===== src/design/vsg_pkg.sv =====
package vsg_pkg;
	// ************************************************
	// widths and limits
	// ************************************************
	localparam int VL_W = 8;
	localparam int ADDR_W = 32;
	localparam int DATA_W = 64;
	localparam int REG_W = 5;
	localparam int FIFO_DEPTH = 8;
	localparam int FIFO_W = REG_W + VL_W + DATA_W;
	localparam logic [6:0] MAX_SPAN = 7'h08;
	localparam logic [6:0] REG_COUNT = 7'h20;
	localparam logic signed [3:0] LOG_MAX = 4'sh3;
	localparam logic signed [3:0] LOG_MIN = -4'sh3;
	localparam logic [4:0] MASK_REG = 5'h00;
	// ************************************************
	// encodings
	// ************************************************
	localparam logic [1:0] MODE_UNIT = 2'h0;
	localparam logic [1:0] MODE_STRIDE = 2'h1;
	localparam logic [1:0] MODE_IDX_UNORD = 2'h2;
	localparam logic [1:0] MODE_IDX_ORD = 2'h3;
	localparam logic [1:0] TRAP_NONE = 2'h0;
	localparam logic [1:0] TRAP_FAULT = 2'h1;
	localparam logic [1:0] TRAP_IRQ = 2'h2;
	localparam logic [1:0] TRAP_DEBUG = 2'h3;
	typedef enum logic [7:0] {
		ST_IDLE = 8'h01,
		ST_SEG = 8'h02,
		ST_MASK = 8'h04,
		ST_INDEX = 8'h08,
		ST_DATA = 8'h10,
		ST_ISSUE = 8'h20,
		ST_RSP = 8'h40,
		ST_DONE = 8'h80
	} vsg_state_t;
	// ************************************************
	// decode helpers
	// ************************************************
	function automatic logic [3:0] nf_decode(input logic [2:0] code);
		return 4'({1'b0, code} + 4'h1);
	endfunction
	function automatic logic [3:0] grp_regs(input logic signed [3:0] lg);
		return (lg <= 4'sh0) ? 4'h1 : 4'(4'h1 << lg[1:0]);
	endfunction
	function automatic logic grp_ok(input logic [4:0] base, input logic signed [3:0] lg,
			input logic [3:0] nf);
		logic [3:0] regs;
		logic [6:0] span;
		regs = grp_regs(lg);
		span = 7'(7'(regs) * 7'(nf));
		return (lg <= LOG_MAX) && (lg >= LOG_MIN) && (span <= MAX_SPAN)
			&& ((base & 5'(regs - 4'h1)) == 5'h00)
			&& (7'(base) + span <= REG_COUNT);
	endfunction
endpackage


===== src/design/vsg_lsu.sv =====
// ************************************************
// response buffer
// ************************************************
module vsg_fifo #(
	parameter int WIDTH = 8,
	parameter int DEPTH = 8
) (
	// clock and reset
	input logic clock_i,
	input logic arst_n_i,
	// fill side
	input logic in_valid_i,
	output logic in_ready_o,
	input logic [WIDTH-1:0] in_data_i,
	// drain side
	output logic out_valid_o,
	input logic out_ready_i,
	output logic [WIDTH-1:0] out_data_o
);
	localparam int PW = $clog2(DEPTH);
	logic [WIDTH-1:0] mem_q [DEPTH];
	logic [PW-1:0] wr_q;
	logic [PW-1:0] rd_q;
	logic [PW:0] cnt_q;
	logic push;
	logic pop;
	assign in_ready_o = cnt_q != (PW+1)'(DEPTH);
	assign out_valid_o = cnt_q != '0;
	assign push = in_valid_i && in_ready_o;
	assign pop = out_valid_o && out_ready_i;
	assign out_data_o = mem_q[rd_q];
	always_ff @(posedge clock_i) begin
		if (push) begin
			mem_q[wr_q] <= in_data_i;
		end
	end
	always_ff @(posedge clock_i or negedge arst_n_i) begin
		if (!arst_n_i) begin
			wr_q <= '0;
			rd_q <= '0;
			cnt_q <= '0;
		end else begin
			wr_q <= push ? PW'(wr_q + 1'b1) : wr_q;
			rd_q <= pop ? PW'(rd_q + 1'b1) : rd_q;
			cnt_q <= (PW+1)'(cnt_q + {{PW{1'b0}}, push} - {{PW{1'b0}}, pop});
		end
	end
endmodule

// ************************************************
// segment load/store sequencer
// ************************************************
module vsg_lsu (
	// clock and reset
	input logic clock_i,
	input logic arst_n_i,
	// issue
	input logic cmd_valid_i,
	output logic cmd_ready_o,
	input logic cmd_store_i,
	input logic [1:0] cmd_mode_i,
	input logic cmd_fault_first_i,
	input logic cmd_masked_i,
	input logic [2:0] field_count_code_i,
	input logic [1:0] cmd_eew_log_i,
	input logic [1:0] selected_element_width_i,
	input logic [2:0] group_multiplier_i,
	input logic [4:0] dest_vector_reg_i,
	input logic [4:0] store_source_vector_reg_i,
	input logic [4:0] index_vector_reg_i,
	input logic [31:0] base_scalar_reg_i,
	input logic [31:0] stride_scalar_reg_i,
	input logic [7:0] vector_length_i,
	input logic [7:0] vstart_i,
	input logic irq_i,
	// memory
	output logic mem_req_valid_o,
	input logic mem_req_ready_i,
	output logic [31:0] mem_req_addr_o,
	output logic mem_req_we_o,
	output logic [1:0] mem_req_size_o,
	output logic [63:0] mem_req_wdata_o,
	input logic mem_rsp_valid_i,
	output logic mem_rsp_ready_o,
	input logic [63:0] mem_rsp_data_i,
	input logic mem_rsp_fault_i,
	input logic mem_rsp_watch_i,
	// register file read
	output logic vrf_rd_valid_o,
	output logic [4:0] vrf_rd_reg_o,
	output logic [7:0] vrf_rd_elem_o,
	output logic vrf_rd_mask_o,
	output logic [1:0] vrf_rd_eew_o,
	input logic [63:0] vrf_rd_data_i,
	// register file write
	output logic vrf_wr_valid_o,
	input logic vrf_wr_ready_i,
	output logic [4:0] vrf_wr_reg_o,
	output logic [7:0] vrf_wr_elem_o,
	output logic [63:0] vrf_wr_data_o,
	// result
	output logic done_o,
	output logic illegal_o,
	output logic [1:0] trap_kind_o,
	output logic [7:0] vector_length_o,
	output logic [7:0] vstart_o
);

	vsg_pkg::vsg_state_t state_q, state_d, body_st;
	logic store_q, ff_q, masked_q, idx_q;
	logic [1:0] elog_q, ilog_q;
	logic [3:0] nf_q, regs_q;
	logic [4:0] vreg_q, ireg_q;
	logic [31:0] base_q, step_q, seg_addr_q, mreq_addr_q;
	logic [63:0] wdata_q, wr_data_q;
	logic [7:0] vl_q, start_q, seg_q, vl_out_q, vstart_out_q, wr_elem_q;
	logic [2:0] field_q;
	logic rd_valid_q, rd_pend_q, rd_mask_q, mreq_valid_q, mwe_q;
	logic [4:0] rd_reg_q, wr_reg_q;
	logic [1:0] rd_eew_q, msize_q, trap_q;
	logic done_q, illegal_q, wr_valid_q;

	// ************************************************
	// command decode
	// ************************************************
	logic acc, idx_cmd, cfg_ok;
	logic [3:0] nf_cmd, data_regs;
	logic [6:0] data_span;
	logic signed [3:0] group_multiplier_s, ratio_log, data_log;
	logic [4:0] vreg_cmd;
	logic [1:0] elog_cmd;
	logic [31:0] step_cmd;
	assign acc = (state_q == vsg_pkg::ST_IDLE) && cmd_valid_i;
	assign idx_cmd = cmd_mode_i[1];
	assign nf_cmd = vsg_pkg::nf_decode(field_count_code_i);
	assign group_multiplier_s = $signed({group_multiplier_i[2], group_multiplier_i});
	assign ratio_log = 4'($signed({2'b00, cmd_eew_log_i})
		- $signed({2'b00, selected_element_width_i}) + group_multiplier_s);
	assign data_log = idx_cmd ? group_multiplier_s : ratio_log;
	assign vreg_cmd = cmd_store_i ? store_source_vector_reg_i : dest_vector_reg_i;
	assign data_regs = vsg_pkg::grp_regs(data_log);
	assign data_span = 7'(7'(data_regs) * 7'(nf_cmd));
	// reserved checks, data group and index group
	assign cfg_ok = vsg_pkg::grp_ok(vreg_cmd, data_log, nf_cmd)
		&& (!idx_cmd || vsg_pkg::grp_ok(index_vector_reg_i, ratio_log, 4'h1));
	assign elog_cmd = idx_cmd ? selected_element_width_i : cmd_eew_log_i;
	assign step_cmd = (cmd_mode_i == vsg_pkg::MODE_UNIT) ? (32'(nf_cmd) << elog_cmd)
		: (cmd_mode_i == vsg_pkg::MODE_STRIDE) ? stride_scalar_reg_i : 32'h0000_0000;

	// ************************************************
	// sequencing events
	// ************************************************
	logic fifo_in_ready, fifo_in_valid, fifo_out_valid, fifo_out_ready;
	logic [vsg_pkg::FIFO_W-1:0] fifo_out_data;
	logic seg_end, irq_take, rsp_take, rsp_ok, last_field, mask_off, next_seg;
	logic trim, rd_start, rd_state;
	logic [4:0] field_reg, rd_reg_d;
	logic [31:0] field_addr, idx_off;
	// a start index at or past the length moves nothing
	assign seg_end = seg_q >= vl_q;
	// an interrupt is only taken once a segment has completed
	assign irq_take = (state_q == vsg_pkg::ST_SEG) && !seg_end && irq_i && (seg_q != start_q);
	assign rsp_take = (state_q == vsg_pkg::ST_RSP) && mem_rsp_valid_i;
	assign rsp_ok = rsp_take && !mem_rsp_fault_i && !mem_rsp_watch_i;
	assign trim = rsp_take && mem_rsp_fault_i && ff_q && (seg_q != 8'h00);
	assign last_field = field_q == 3'(nf_q - 4'h1);
	assign mask_off = (state_q == vsg_pkg::ST_MASK) && rd_pend_q && !vrf_rd_data_i[0];
	assign next_seg = mask_off || (rsp_ok && last_field);
	assign field_reg = 5'(vreg_q + 5'(8'(field_q) * 8'(regs_q)));
	assign field_addr = seg_addr_q + (32'(field_q) << elog_q);
	assign idx_off = (ilog_q == 2'h0) ? {24'h00_0000, vrf_rd_data_i[7:0]}
		: (ilog_q == 2'h1) ? {16'h0000, vrf_rd_data_i[15:0]} : vrf_rd_data_i[31:0];
	assign body_st = store_q ? vsg_pkg::ST_DATA : vsg_pkg::ST_ISSUE;
	assign rd_state = (state_q == vsg_pkg::ST_MASK) || (state_q == vsg_pkg::ST_INDEX)
		|| (state_q == vsg_pkg::ST_DATA);
	assign rd_start = rd_state && !rd_valid_q && !rd_pend_q;
	assign rd_reg_d = (state_q == vsg_pkg::ST_MASK) ? vsg_pkg::MASK_REG
		: (state_q == vsg_pkg::ST_INDEX) ? ireg_q : field_reg;

	// fields of a segment go out lowest first; any order would do
	always_comb begin
		state_d = state_q;
		unique case (state_q)
			vsg_pkg::ST_IDLE: if (cmd_valid_i) begin
				state_d = cfg_ok ? vsg_pkg::ST_SEG : vsg_pkg::ST_DONE;
			end
			vsg_pkg::ST_SEG: if (seg_end || irq_take) begin
				state_d = vsg_pkg::ST_DONE;
			end else if (masked_q) begin
				state_d = vsg_pkg::ST_MASK;
			end else begin
				state_d = idx_q ? vsg_pkg::ST_INDEX : body_st;
			end
			vsg_pkg::ST_MASK: if (rd_pend_q) begin
				state_d = mask_off ? vsg_pkg::ST_SEG : (idx_q ? vsg_pkg::ST_INDEX : body_st);
			end
			vsg_pkg::ST_INDEX: if (rd_pend_q) begin
				state_d = body_st;
			end
			vsg_pkg::ST_DATA: if (rd_pend_q) begin
				state_d = vsg_pkg::ST_ISSUE;
			end
			vsg_pkg::ST_ISSUE: if (mreq_valid_q && mem_req_ready_i) begin
				state_d = vsg_pkg::ST_RSP;
			end
			vsg_pkg::ST_RSP: if (rsp_take) begin
				state_d = !rsp_ok ? vsg_pkg::ST_DONE : (last_field ? vsg_pkg::ST_SEG : body_st);
			end
			vsg_pkg::ST_DONE: if (!fifo_out_valid && !wr_valid_q) begin
				state_d = vsg_pkg::ST_IDLE;
			end
		endcase
	end

	always_ff @(posedge clock_i or negedge arst_n_i) begin
		if (!arst_n_i) begin
			state_q <= vsg_pkg::ST_IDLE;
			done_q <= 1'b0;
		end else begin
			state_q <= state_d;
			done_q <= (state_q == vsg_pkg::ST_DONE) && (state_d == vsg_pkg::ST_IDLE);
		end
	end

	// ************************************************
	// command capture and segment walk
	// ************************************************
	always_ff @(posedge clock_i or negedge arst_n_i) begin
		if (!arst_n_i) begin
			{store_q, ff_q, masked_q, idx_q, elog_q, ilog_q} <= '0;
			{nf_q, regs_q, vreg_q, ireg_q, base_q, step_q} <= '0;
			{vl_q, start_q} <= '0;
		end else if (acc) begin
			store_q <= cmd_store_i;
			ff_q <= cmd_fault_first_i && !cmd_store_i;
			masked_q <= cmd_masked_i;
			idx_q <= idx_cmd;
			elog_q <= elog_cmd;
			ilog_q <= cmd_eew_log_i;
			nf_q <= nf_cmd;
			regs_q <= data_regs;
			vreg_q <= vreg_cmd;
			ireg_q <= index_vector_reg_i;
			base_q <= base_scalar_reg_i;
			step_q <= step_cmd;
			vl_q <= vector_length_i;
			start_q <= vstart_i;
		end
	end

	always_ff @(posedge clock_i or negedge arst_n_i) begin
		if (!arst_n_i) begin
			seg_q <= '0;
			field_q <= '0;
			seg_addr_q <= '0;
			wdata_q <= '0;
		end else begin
			if (acc) begin
				seg_q <= vstart_i;
				field_q <= '0;
				seg_addr_q <= base_scalar_reg_i + 32'(step_cmd * 32'(vstart_i));
			end else if (next_seg) begin
				seg_q <= 8'(seg_q + 8'h01);
				field_q <= '0;
				seg_addr_q <= seg_addr_q + step_q;
			end else if (rsp_ok) begin
				field_q <= 3'(field_q + 3'h1);
			end
			if ((state_q == vsg_pkg::ST_INDEX) && rd_pend_q) begin
				seg_addr_q <= base_q + idx_off;
			end
			if ((state_q == vsg_pkg::ST_DATA) && rd_pend_q) begin
				wdata_q <= vrf_rd_data_i;
			end
		end
	end

	// ************************************************
	// register file reads: mask bit, index, store data
	// ************************************************
	always_ff @(posedge clock_i or negedge arst_n_i) begin
		if (!arst_n_i) begin
			{rd_valid_q, rd_pend_q, rd_mask_q, rd_reg_q, rd_eew_q} <= '0;
		end else begin
			rd_valid_q <= rd_start;
			rd_pend_q <= rd_valid_q;
			if (rd_start) begin
				rd_reg_q <= rd_reg_d;
				rd_mask_q <= state_q == vsg_pkg::ST_MASK;
				rd_eew_q <= (state_q == vsg_pkg::ST_INDEX) ? ilog_q : elog_q;
			end
		end
	end

	// ************************************************
	// memory requests, one outstanding
	// ************************************************
	always_ff @(posedge clock_i or negedge arst_n_i) begin
		if (!arst_n_i) begin
			{mreq_valid_q, mwe_q, msize_q, mreq_addr_q} <= '0;
		end else if ((state_q == vsg_pkg::ST_ISSUE) && !mreq_valid_q && fifo_in_ready) begin
			mreq_valid_q <= 1'b1;
			mreq_addr_q <= field_addr;
			mwe_q <= store_q;
			msize_q <= elog_q;
		end else if (mreq_valid_q && mem_req_ready_i) begin
			mreq_valid_q <= 1'b0;
		end
	end

	// ************************************************
	// completion, traps and length update
	// ************************************************
	always_ff @(posedge clock_i or negedge arst_n_i) begin
		if (!arst_n_i) begin
			{illegal_q, trap_q, vl_out_q, vstart_out_q} <= '0;
		end else if (acc) begin
			illegal_q <= !cfg_ok;
			trap_q <= vsg_pkg::TRAP_NONE;
			vl_out_q <= vector_length_i;
			vstart_out_q <= vstart_i;
		end else if (state_q == vsg_pkg::ST_SEG && seg_end) begin
			vstart_out_q <= 8'h00;
		end else if (irq_take) begin
			trap_q <= vsg_pkg::TRAP_IRQ;
			vstart_out_q <= seg_q;
		end else if (trim) begin
			vl_out_q <= seg_q;
			vstart_out_q <= 8'h00;
		end else if (rsp_take && !rsp_ok) begin
			// vector length stays, resume at the segment
			trap_q <= mem_rsp_fault_i ? vsg_pkg::TRAP_FAULT : vsg_pkg::TRAP_DEBUG;
			vstart_out_q <= seg_q;
		end
	end

	// ************************************************
	// load data path: buffer then register file write
	// ************************************************
	assign fifo_in_valid = rsp_ok && !store_q;
	assign fifo_out_ready = !wr_valid_q || vrf_wr_ready_i;
	vsg_fifo #(
		.WIDTH(vsg_pkg::FIFO_W),
		.DEPTH(vsg_pkg::FIFO_DEPTH)
	) u_fifo (
		.clock_i(clock_i),
		.arst_n_i(arst_n_i),
		.in_valid_i(fifo_in_valid),
		.in_ready_o(fifo_in_ready),
		.in_data_i({field_reg, seg_q, mem_rsp_data_i}),
		.out_valid_o(fifo_out_valid),
		.out_ready_i(fifo_out_ready),
		.out_data_o(fifo_out_data)
	);
	always_ff @(posedge clock_i or negedge arst_n_i) begin
		if (!arst_n_i) begin
			{wr_valid_q, wr_reg_q, wr_elem_q, wr_data_q} <= '0;
		end else if (fifo_out_valid && fifo_out_ready) begin
			wr_valid_q <= 1'b1;
			{wr_reg_q, wr_elem_q, wr_data_q} <= fifo_out_data;
		end else if (vrf_wr_ready_i) begin
			wr_valid_q <= 1'b0;
		end
	end

	// ************************************************
	// outputs
	// ************************************************
	assign cmd_ready_o = state_q[0];
	assign mem_rsp_ready_o = state_q[6];
	assign mem_req_valid_o = mreq_valid_q;
	assign mem_req_addr_o = mreq_addr_q;
	assign mem_req_we_o = mwe_q;
	assign mem_req_size_o = msize_q;
	assign mem_req_wdata_o = wdata_q;
	assign vrf_rd_valid_o = rd_valid_q;
	assign vrf_rd_reg_o = rd_reg_q;
	assign vrf_rd_elem_o = seg_q;
	assign vrf_rd_mask_o = rd_mask_q;
	assign vrf_rd_eew_o = rd_eew_q;
	assign vrf_wr_valid_o = wr_valid_q;
	assign vrf_wr_reg_o = wr_reg_q;
	assign vrf_wr_elem_o = wr_elem_q;
	assign vrf_wr_data_o = wr_data_q;
	assign done_o = done_q;
	assign illegal_o = illegal_q;
	assign trap_kind_o = trap_q;
	assign vector_length_o = vl_out_q;
	assign vstart_o = vstart_out_q;
endmodule


===== config.mk =====
export PLATFORM = sky130hd
export DESIGN_NAME = vsg_lsu
export DESIGN_NICKNAME = d
export VERILOG_FILES = /design/src/design/vsg_pkg.sv /design/src/design/vsg_lsu.sv
export SDC_FILE = /design/constraint.sdc
export NUM_CORES = 2
export LEC_CHECK = 0
export BUFFER_PORTS_ARGS = -buffer_cell sky130_fd_sc_hd__buf_4
export CORE_MARGIN = 2
export CORE_UTILIZATION = 60
export DETAILED_ROUTE_END_ITERATION = 8
export PLACE_DENSITY = 0.8
export SLEW_MARGIN = 20
export SYNTH_ARGS = -nofsm -noshare
export SYNTH_HDL_FRONTEND = slang
export SYNTH_SLANG_ARGS = --single-unit

===== constraint.sdc =====
create_clock -name clock_i -period 10.17 [get_ports clock_i]
set_clock_uncertainty 0.05 [all_clocks]
set_input_delay 2.034 -clock clock_i [delete_from_list [all_inputs] [get_ports clock_i]]
set_output_delay 2.034 -clock clock_i [all_outputs]
set_load 0.01 [all_outputs]

# ---- Yosys cells after proc, flatten, opt, wreduce, memory -nomap -nowiden
# Memories as Yosys holds them, arrays and structs flattened. A register that Yosys moved wholly into a read port is not among the register bits.
# Index checks and enable logic that the tools add are counted.
dict set report totals {
  out_inout_bits 217
  word_cells 225
  n_memories 1
  in_bits 247
  mem_bits_rw 616
  regBits 297
}
dict set report op_classes {
  reduce_logical 74
  shifts 4
  multipliers 3
  order_cmp 11
  n_mux 57
  n_eq_ne 17
  n_bitwise 2
  add_sub_neg 19
}
# memory depth word_bits read_ports rd_clocked_by_memory_dff wr line_no
set mem_list {}
lappend mem_list {u_fifo.mem_q 8 77 1 1 1 vsg_lsu.sv:21} ;# logic [WIDTH-1:0] mem_q [DEPTH];
# op n
set ops {}
lappend ops {{$mux W32} 7}
lappend ops {{$mux W8} 21}
lappend ops {{$add A32 B32 Y32} 4}
lappend ops {{$pmux W8 S8} 1}
lappend ops {{$logic_and A1 B1 Y1} 37}
lappend ops {{$mul A32 B8 Y32} 1}
lappend ops {{$shl A3 B2 Y32} 1}
lappend ops {{$shl A4 B2 Y32} 1}
lappend ops {{$mux W6} 5}
lappend ops {{$eq A8 B1 Y1 const B} 2}
lappend ops {{$mux W2} 8}
lappend ops {{$logic_not A1 Y1} 15}
lappend ops {{$mux W5} 3}
lappend ops {{$mux W4} 3}
lappend ops {{$and A5 B5 Y5} 2}
lappend ops {{$logic_not A5 Y1} 2}
lappend ops {{$sub A4 B1 Y5 const B} 2}
lappend ops {{$add A3 B1 Y3 const B} 3}
lappend ops {{$mux W3} 3}
lappend ops {{$reduce_bool A3 Y1} 3}
lappend ops {{$add A8 B1 Y8 const B} 1}
lappend ops {{$eq A8 B2 Y1 const B} 1}
lappend ops {{$eq A8 B3 Y1 const B} 1}
lappend ops {{$eq A8 B4 Y1 const B} 1}
lappend ops {{38 further kinds} 59}

# ---- Logic depth before layout (Yosys ltp)
dict set report logic_depth {
  ltp_word 16
  mapped_depth 29
  depth_no_buf 29
}

# ---- Modules after synthesis
# A second synthesis with hierarchy kept.
dict set report unflattened {
  cells_unflattened 3867
  area_unflattened_um2 51993.6
}
# mod instances area_per_inst_um2 cells_each seq_area_each_um2
set by_module_without_submodules {}
lappend by_module_without_submodules {vsg_lsu 1 27929.3 2922 9110.0}
lappend by_module_without_submodules {vsg_fifo 1 24064.3 945 18748.0}

# ---- Worst setup path after synthesis
# OpenSTA, ideal clock, no wires.
dict set report synth_timing {
  path_kind {input port to flip-flop}
  from {in mem_rsp_valid_i}
  to {mem u_fifo.mem_q[0][0] (netlist name) (enable)}
  t_required_ns 9.513
  stages 6
  arrival_ns 8.106
  slack_ns 1.407
  setup_time_ns 0.607
  path_cell_list {nand2_1 > nor3_1 > and3_1 > clkbuf_1 > nand2b_1 > nor3_1}
}
dict set report synth_between {
  elab_chain_len 7
}
# element line_no
set synth_rtl {}
lappend synth_rtl {{from (decl)} vsg_lsu.sv:83} ;# input logic mem_rsp_valid_i,
lappend synth_rtl {{$logic_and A1 B1 Y1} vsg_lsu.sv:163} ;# assign rsp_take = (state_q == vsg_pkg::ST_RSP) && mem_rsp_valid_i;
lappend synth_rtl {{$logic_and A1 B1 Y1 (2 in series)} vsg_lsu.sv:164} ;# assign rsp_ok = rsp_take && !mem_rsp_fault_i && !mem_rsp_watch_i;
lappend synth_rtl {{$logic_and A1 B1 Y1} vsg_lsu.sv:340} ;# assign fifo_in_valid = rsp_ok && !store_q;
lappend synth_rtl {{$logic_and A1 B1 Y1} vsg_lsu.sv:29} ;# assign push = in_valid_i && in_ready_o;
lappend synth_rtl {{via u_fifo.push} vsg_lsu.sv:25} ;# logic push;
lappend synth_rtl {{$mux W1} vsg_lsu.sv:33} ;# if (push) begin
lappend synth_rtl {{$mux W1 (implied by the code)} vsg_lsu.sv:34} ;# mem_q[wr_q] <= in_data_i;
lappend synth_rtl {{to (decl)} vsg_lsu.sv:21}
# The timed path passes the listed nets, and every way through them passes these cells.

# ---- Final worst setup path
dict set report layout_timing {
  from {in cmd_mode_i[1]}
  to {reg seg_addr_q[29]}
}
dict set report layout_between {
  elab_chain_len 7
  word_cells_on_any_way 10
  cone_classes {1 x add/sub; 1 x mul; 1 x eq/ne; 1 x shift; 5 x mux; 1 x reduce/logical}
}
# element line_no
set layout_rtl {}
lappend layout_rtl {{from (decl)} vsg_lsu.sv:61} ;# input logic [1:0] cmd_mode_i,
lappend layout_rtl {{$mux W2 / $eq A2 B1 Y1 (equally long branches)} {vsg_lsu.sv:146, vsg_lsu.sv:148}}
lappend layout_rtl {{$shl A4 B2 Y32 / $mux W32 (equally long branches)} {vsg_lsu.sv:147, vsg_lsu.sv:148}}
lappend layout_rtl {{$mux W32 *} vsg_lsu.sv:147} ;# assign step_cmd = (cmd_mode_i == vsg_pkg::MODE_UNIT) ? (32'(nf_cmd) << elog_cmd)
lappend layout_rtl {{$mul A32 B8 Y32 *} vsg_lsu.sv:261} ;# seg_addr_q <= base_scalar_reg_i + 32'(step_cmd * 32'(vstart_i));
lappend layout_rtl {{$add A32 B32 Y32 *} vsg_lsu.sv:261}
lappend layout_rtl {{$mux W32 *} vsg_lsu.sv:258} ;# if (acc) begin
lappend layout_rtl {{$mux W32 *} vsg_lsu.sv:269} ;# if ((state_q == vsg_pkg::ST_INDEX) && rd_pend_q) begin
lappend layout_rtl {{to (signal assigned)} vsg_lsu.sv:261}
lappend layout_rtl {{to (signal assigned)} vsg_lsu.sv:265} ;# seg_addr_q <= seg_addr_q + step_q;
lappend layout_rtl {{to (signal assigned)} vsg_lsu.sv:270} ;# seg_addr_q <= base_q + idx_off;
lappend layout_rtl {{to (decl)} vsg_lsu.sv:114} ;# logic [31:0] base_q, step_q, seg_addr_q, mreq_addr_q;
# Mark *: on every way between the ends. The rest lies on a longest branch, timed or not.
# A chain may end at the register's enable or synchronous reset.

==> run summary <==
pwr/cell area = 193 nW/um2
Post-Synthesis Cells = 4012
ys async rst share = 0.378
routed vias/inst = 6.09
fraction of synthesized area in multiplexers = 0.109
status = complete, no violations
Syn Nets = 4622
postcts setup bufs = 0
worst endpoint required time = 10.67 ns
Max H-tree Level = 3
Die Wd = 297 um
Reg clk slew, reported paths = 0.06 ns
CTS buffer count = 100
Setup crit start = cmd_mode_i[1]
most frequent cells in the layout = edfxtp_1, buf_4, nand2_1, dfrtp_1, inv_1
CP endpoint kind = flip-flop
Post-Layout Cell Count = 5662
placed cells = 5465
Hold Buf Count CTS = 0
Max Cap Viol = 0
CTS Root Buffer Type = clkbuf_16
Max Clk Rate = 121 MHz
Final Critical Period = 8.28 ns
Layout area overhead = 15.6%
Residual DRC = 0
Leakage = 0.0252 uW
final period utilization = 0.814
Starting Density = 0.605
synth unique cells = 84
Slew Limit Fails = 0
Peak VDD IR = 187 uV
Clock Path Buffers = 3
gpl congestion = 0.923
RSZ-0062 raised after global routing = false
clk_lat worst skew = 0.67 ns
Adder-Cell Fraction of Synth Area = 0.118
WS Path Type = in2reg
Placement Setup Slack = 1.36 ns
FF-to-FF path depth = 8
setup_tns = 0 ns
I/O Pins = 464
Post-synth EDFFs = 616
layout filler cell count = 5755
synthesized-area fraction occupied by and/or/nand/nor cells = 0.0897
buffers added on ports = 463
Max transition margin = 0.220
reg-to-reg endpoint = u_fifo.mem_q[7][59]
DRT antenna net count = 0
CTS tree = yes
hold violation total from the final report = 0
CP max FO = 21
reg-to-reg slack, setup = 5.30 ns
# setup viols final = 0
total power = 11500 uW
syn avg cell area = 12.8 um2
Mapped Area = 51500 um2
layout cells sized above 1 = 0.211
die area = 88200 um2
Critical Path AT = 8.78 ns
vias in the first global route = 35600
CTS resizes = 0
total via count in the routed design = 34500
drt total wl = 136 mm
Main synth FF type = edfxtp_1
detailed router's first-iteration violation count = 3464
drt pass-1 iters = 6
maximum number of pins on one net before global-route repair = 159
main combinational cell family by area after synthesis = adder cells
commonest non-fill, non-tap cell in the layout = edfxtp_1
initial antenna violation count = 10
hpwl dp = 87.4 mm
compound-gate portion of the synthesized area = 0.0767
Nets = 5034
Synth Area in XOR/XNOR = 0.0284
first-pass GRT wire length = 209 mm
Sink Count = 990
HP Class = reg2reg
post-DR wirelength/cell = 24.1 um
height of the die = 297 um
GR Overflow Total = 0
synth warn = 0
worst slew pin tran = 1.17 ns
Seq/Total Area, Yosys = 0.541
Final Worst Setup Slack = 1.89 ns
register bit count reported by yosys = 990
core area = 85100 um2
CP Capture Point = seg_addr_q[29]
Critical R2R Launch = state_q[2]
CP startpoint kind = input pin
row count = 107
total track usage = 0.309
==> cell families after synthesis <==
logic type / Yosys count
multiplexers: 358
XOR/XNOR: 167
adder cells (fa/ha/maj): 364
flip-flops: 990
buffers and inverters: 488
AND/OR/NAND/NOR: 998
AO/OA/AOI/OAI: 647
==> state kept, by name (all words and copies together) (netlist names), 32 cells and up <==
| name | flops |
|---|---|
| mem_req_wdata_o | 64 |
| mem_req_addr_o | 32 |
| vrf_wr_data_o | 64 |
| step_q | 32 |
| u_fifo.mem_q | 616 |
| seg_addr_q | 32 |
| base_q | 32 |
==> metrics by stage <==
stage / area (um2) / util / hold WS (ns)
floorplan: 51500 / - / 0.378
global placement: 56000 / 0.658 / 0.400
detailed placement: 56000 / 0.658 / 0.394
CTS: 59500 / 0.699 / 0.414
global route: 59500 / 0.699 / 0.416
finish: 59500 / 0.699 / 0.416
==> how the worst min path moves through the flow <==
stage / start / end / cells past startpoint
floorplan: vrf_rd_valid_o / rd_pend_q / 0
global placement: vrf_rd_valid_o / rd_pend_q / 0
detailed placement: vrf_rd_valid_o / rd_pend_q / 0
CTS: vrf_rd_valid_o / rd_pend_q / 0
global route: vrf_rd_valid_o / rd_pend_q / 0
finish: vrf_rd_valid_o / rd_pend_q / 0
==> power breakdown <==
group / switching [uW] / internal [uW] / leakage (uW)
Sequential: 279 / 4470 / 0.0105
Clock: 1630 / 2180 / 0.00166
Combinational: 1510 / 1390 / 0.0130
Total: 3420 / 8040 / 0.0252
==> area by class of cell <==
type / instances / area, um2 / area share
Antenna cell: 7 / 17.5 / 0.000294
Multi-Input combinational cell: 2534 / 21800 / 0.367
Sequential cell: 990 / 27900 / 0.468
Clock inverter: 62 / 744 / 0.0125
Timing Repair Buffer: 502 / 3820 / 0.0642
Clock buffer: 127 / 2700 / 0.0454
Tap cell: 1144 / 1430 / 0.0240
Inverter: 296 / 1110 / 0.0187
==> critical path: stages <==
cell	delay, ns
buf_4	0.26
mux2_2	0.43
nor2_1	0.10
a21oi_1	0.06
nor2b_1	0.11
o21ai_0	0.11
a21oi_1	0.80
nand2_1	0.19
fa_1	0.52
fa_1	0.54
inv_1	0.05
fa_1	0.51
fa_1	0.43
ha_1	0.37
o21a_1	0.15
o31a_1	0.20
o21ai_0	0.22
a211oi_1	0.61
o211ai_1	0.26
a2111oi_0	0.51
o31ai_1	0.14
a22oi_1	0.18
==> cell usage after synthesis, types with 100 or more instances <==
cell type,instances,share of area
mux4_2,154,0.067
mux2_2,100,0.022
nor2_1,200,0.015
fa_1,203,0.079
a21oi_1,199,0.019
nand2_1,440,0.032
inv_1,296,0.022
ha_1,160,0.039
o21ai_0,200,0.019
clkbuf_1,149,0.011
edfxtp_1,616,0.36
dfrtp_1,373,0.18
mux2i_1,104,0.020
==> per-layer routing <==
| layer | vias to the layer above | global-route usage | share of wire |
|---|---|---|---|
| met1 | 17400 | 0.404 | 0.38 |
| met2 | 1686 | 0.519 | 0.50 |
| met3 | 283 | 0.0590 | 0.087 |
| li1 | 15200 | - | - |
| met4 | 6 | 0.117 | 0.035 |
| met5 | - | 0 | 0.00028 |
(Power assumes the default switching activity.)
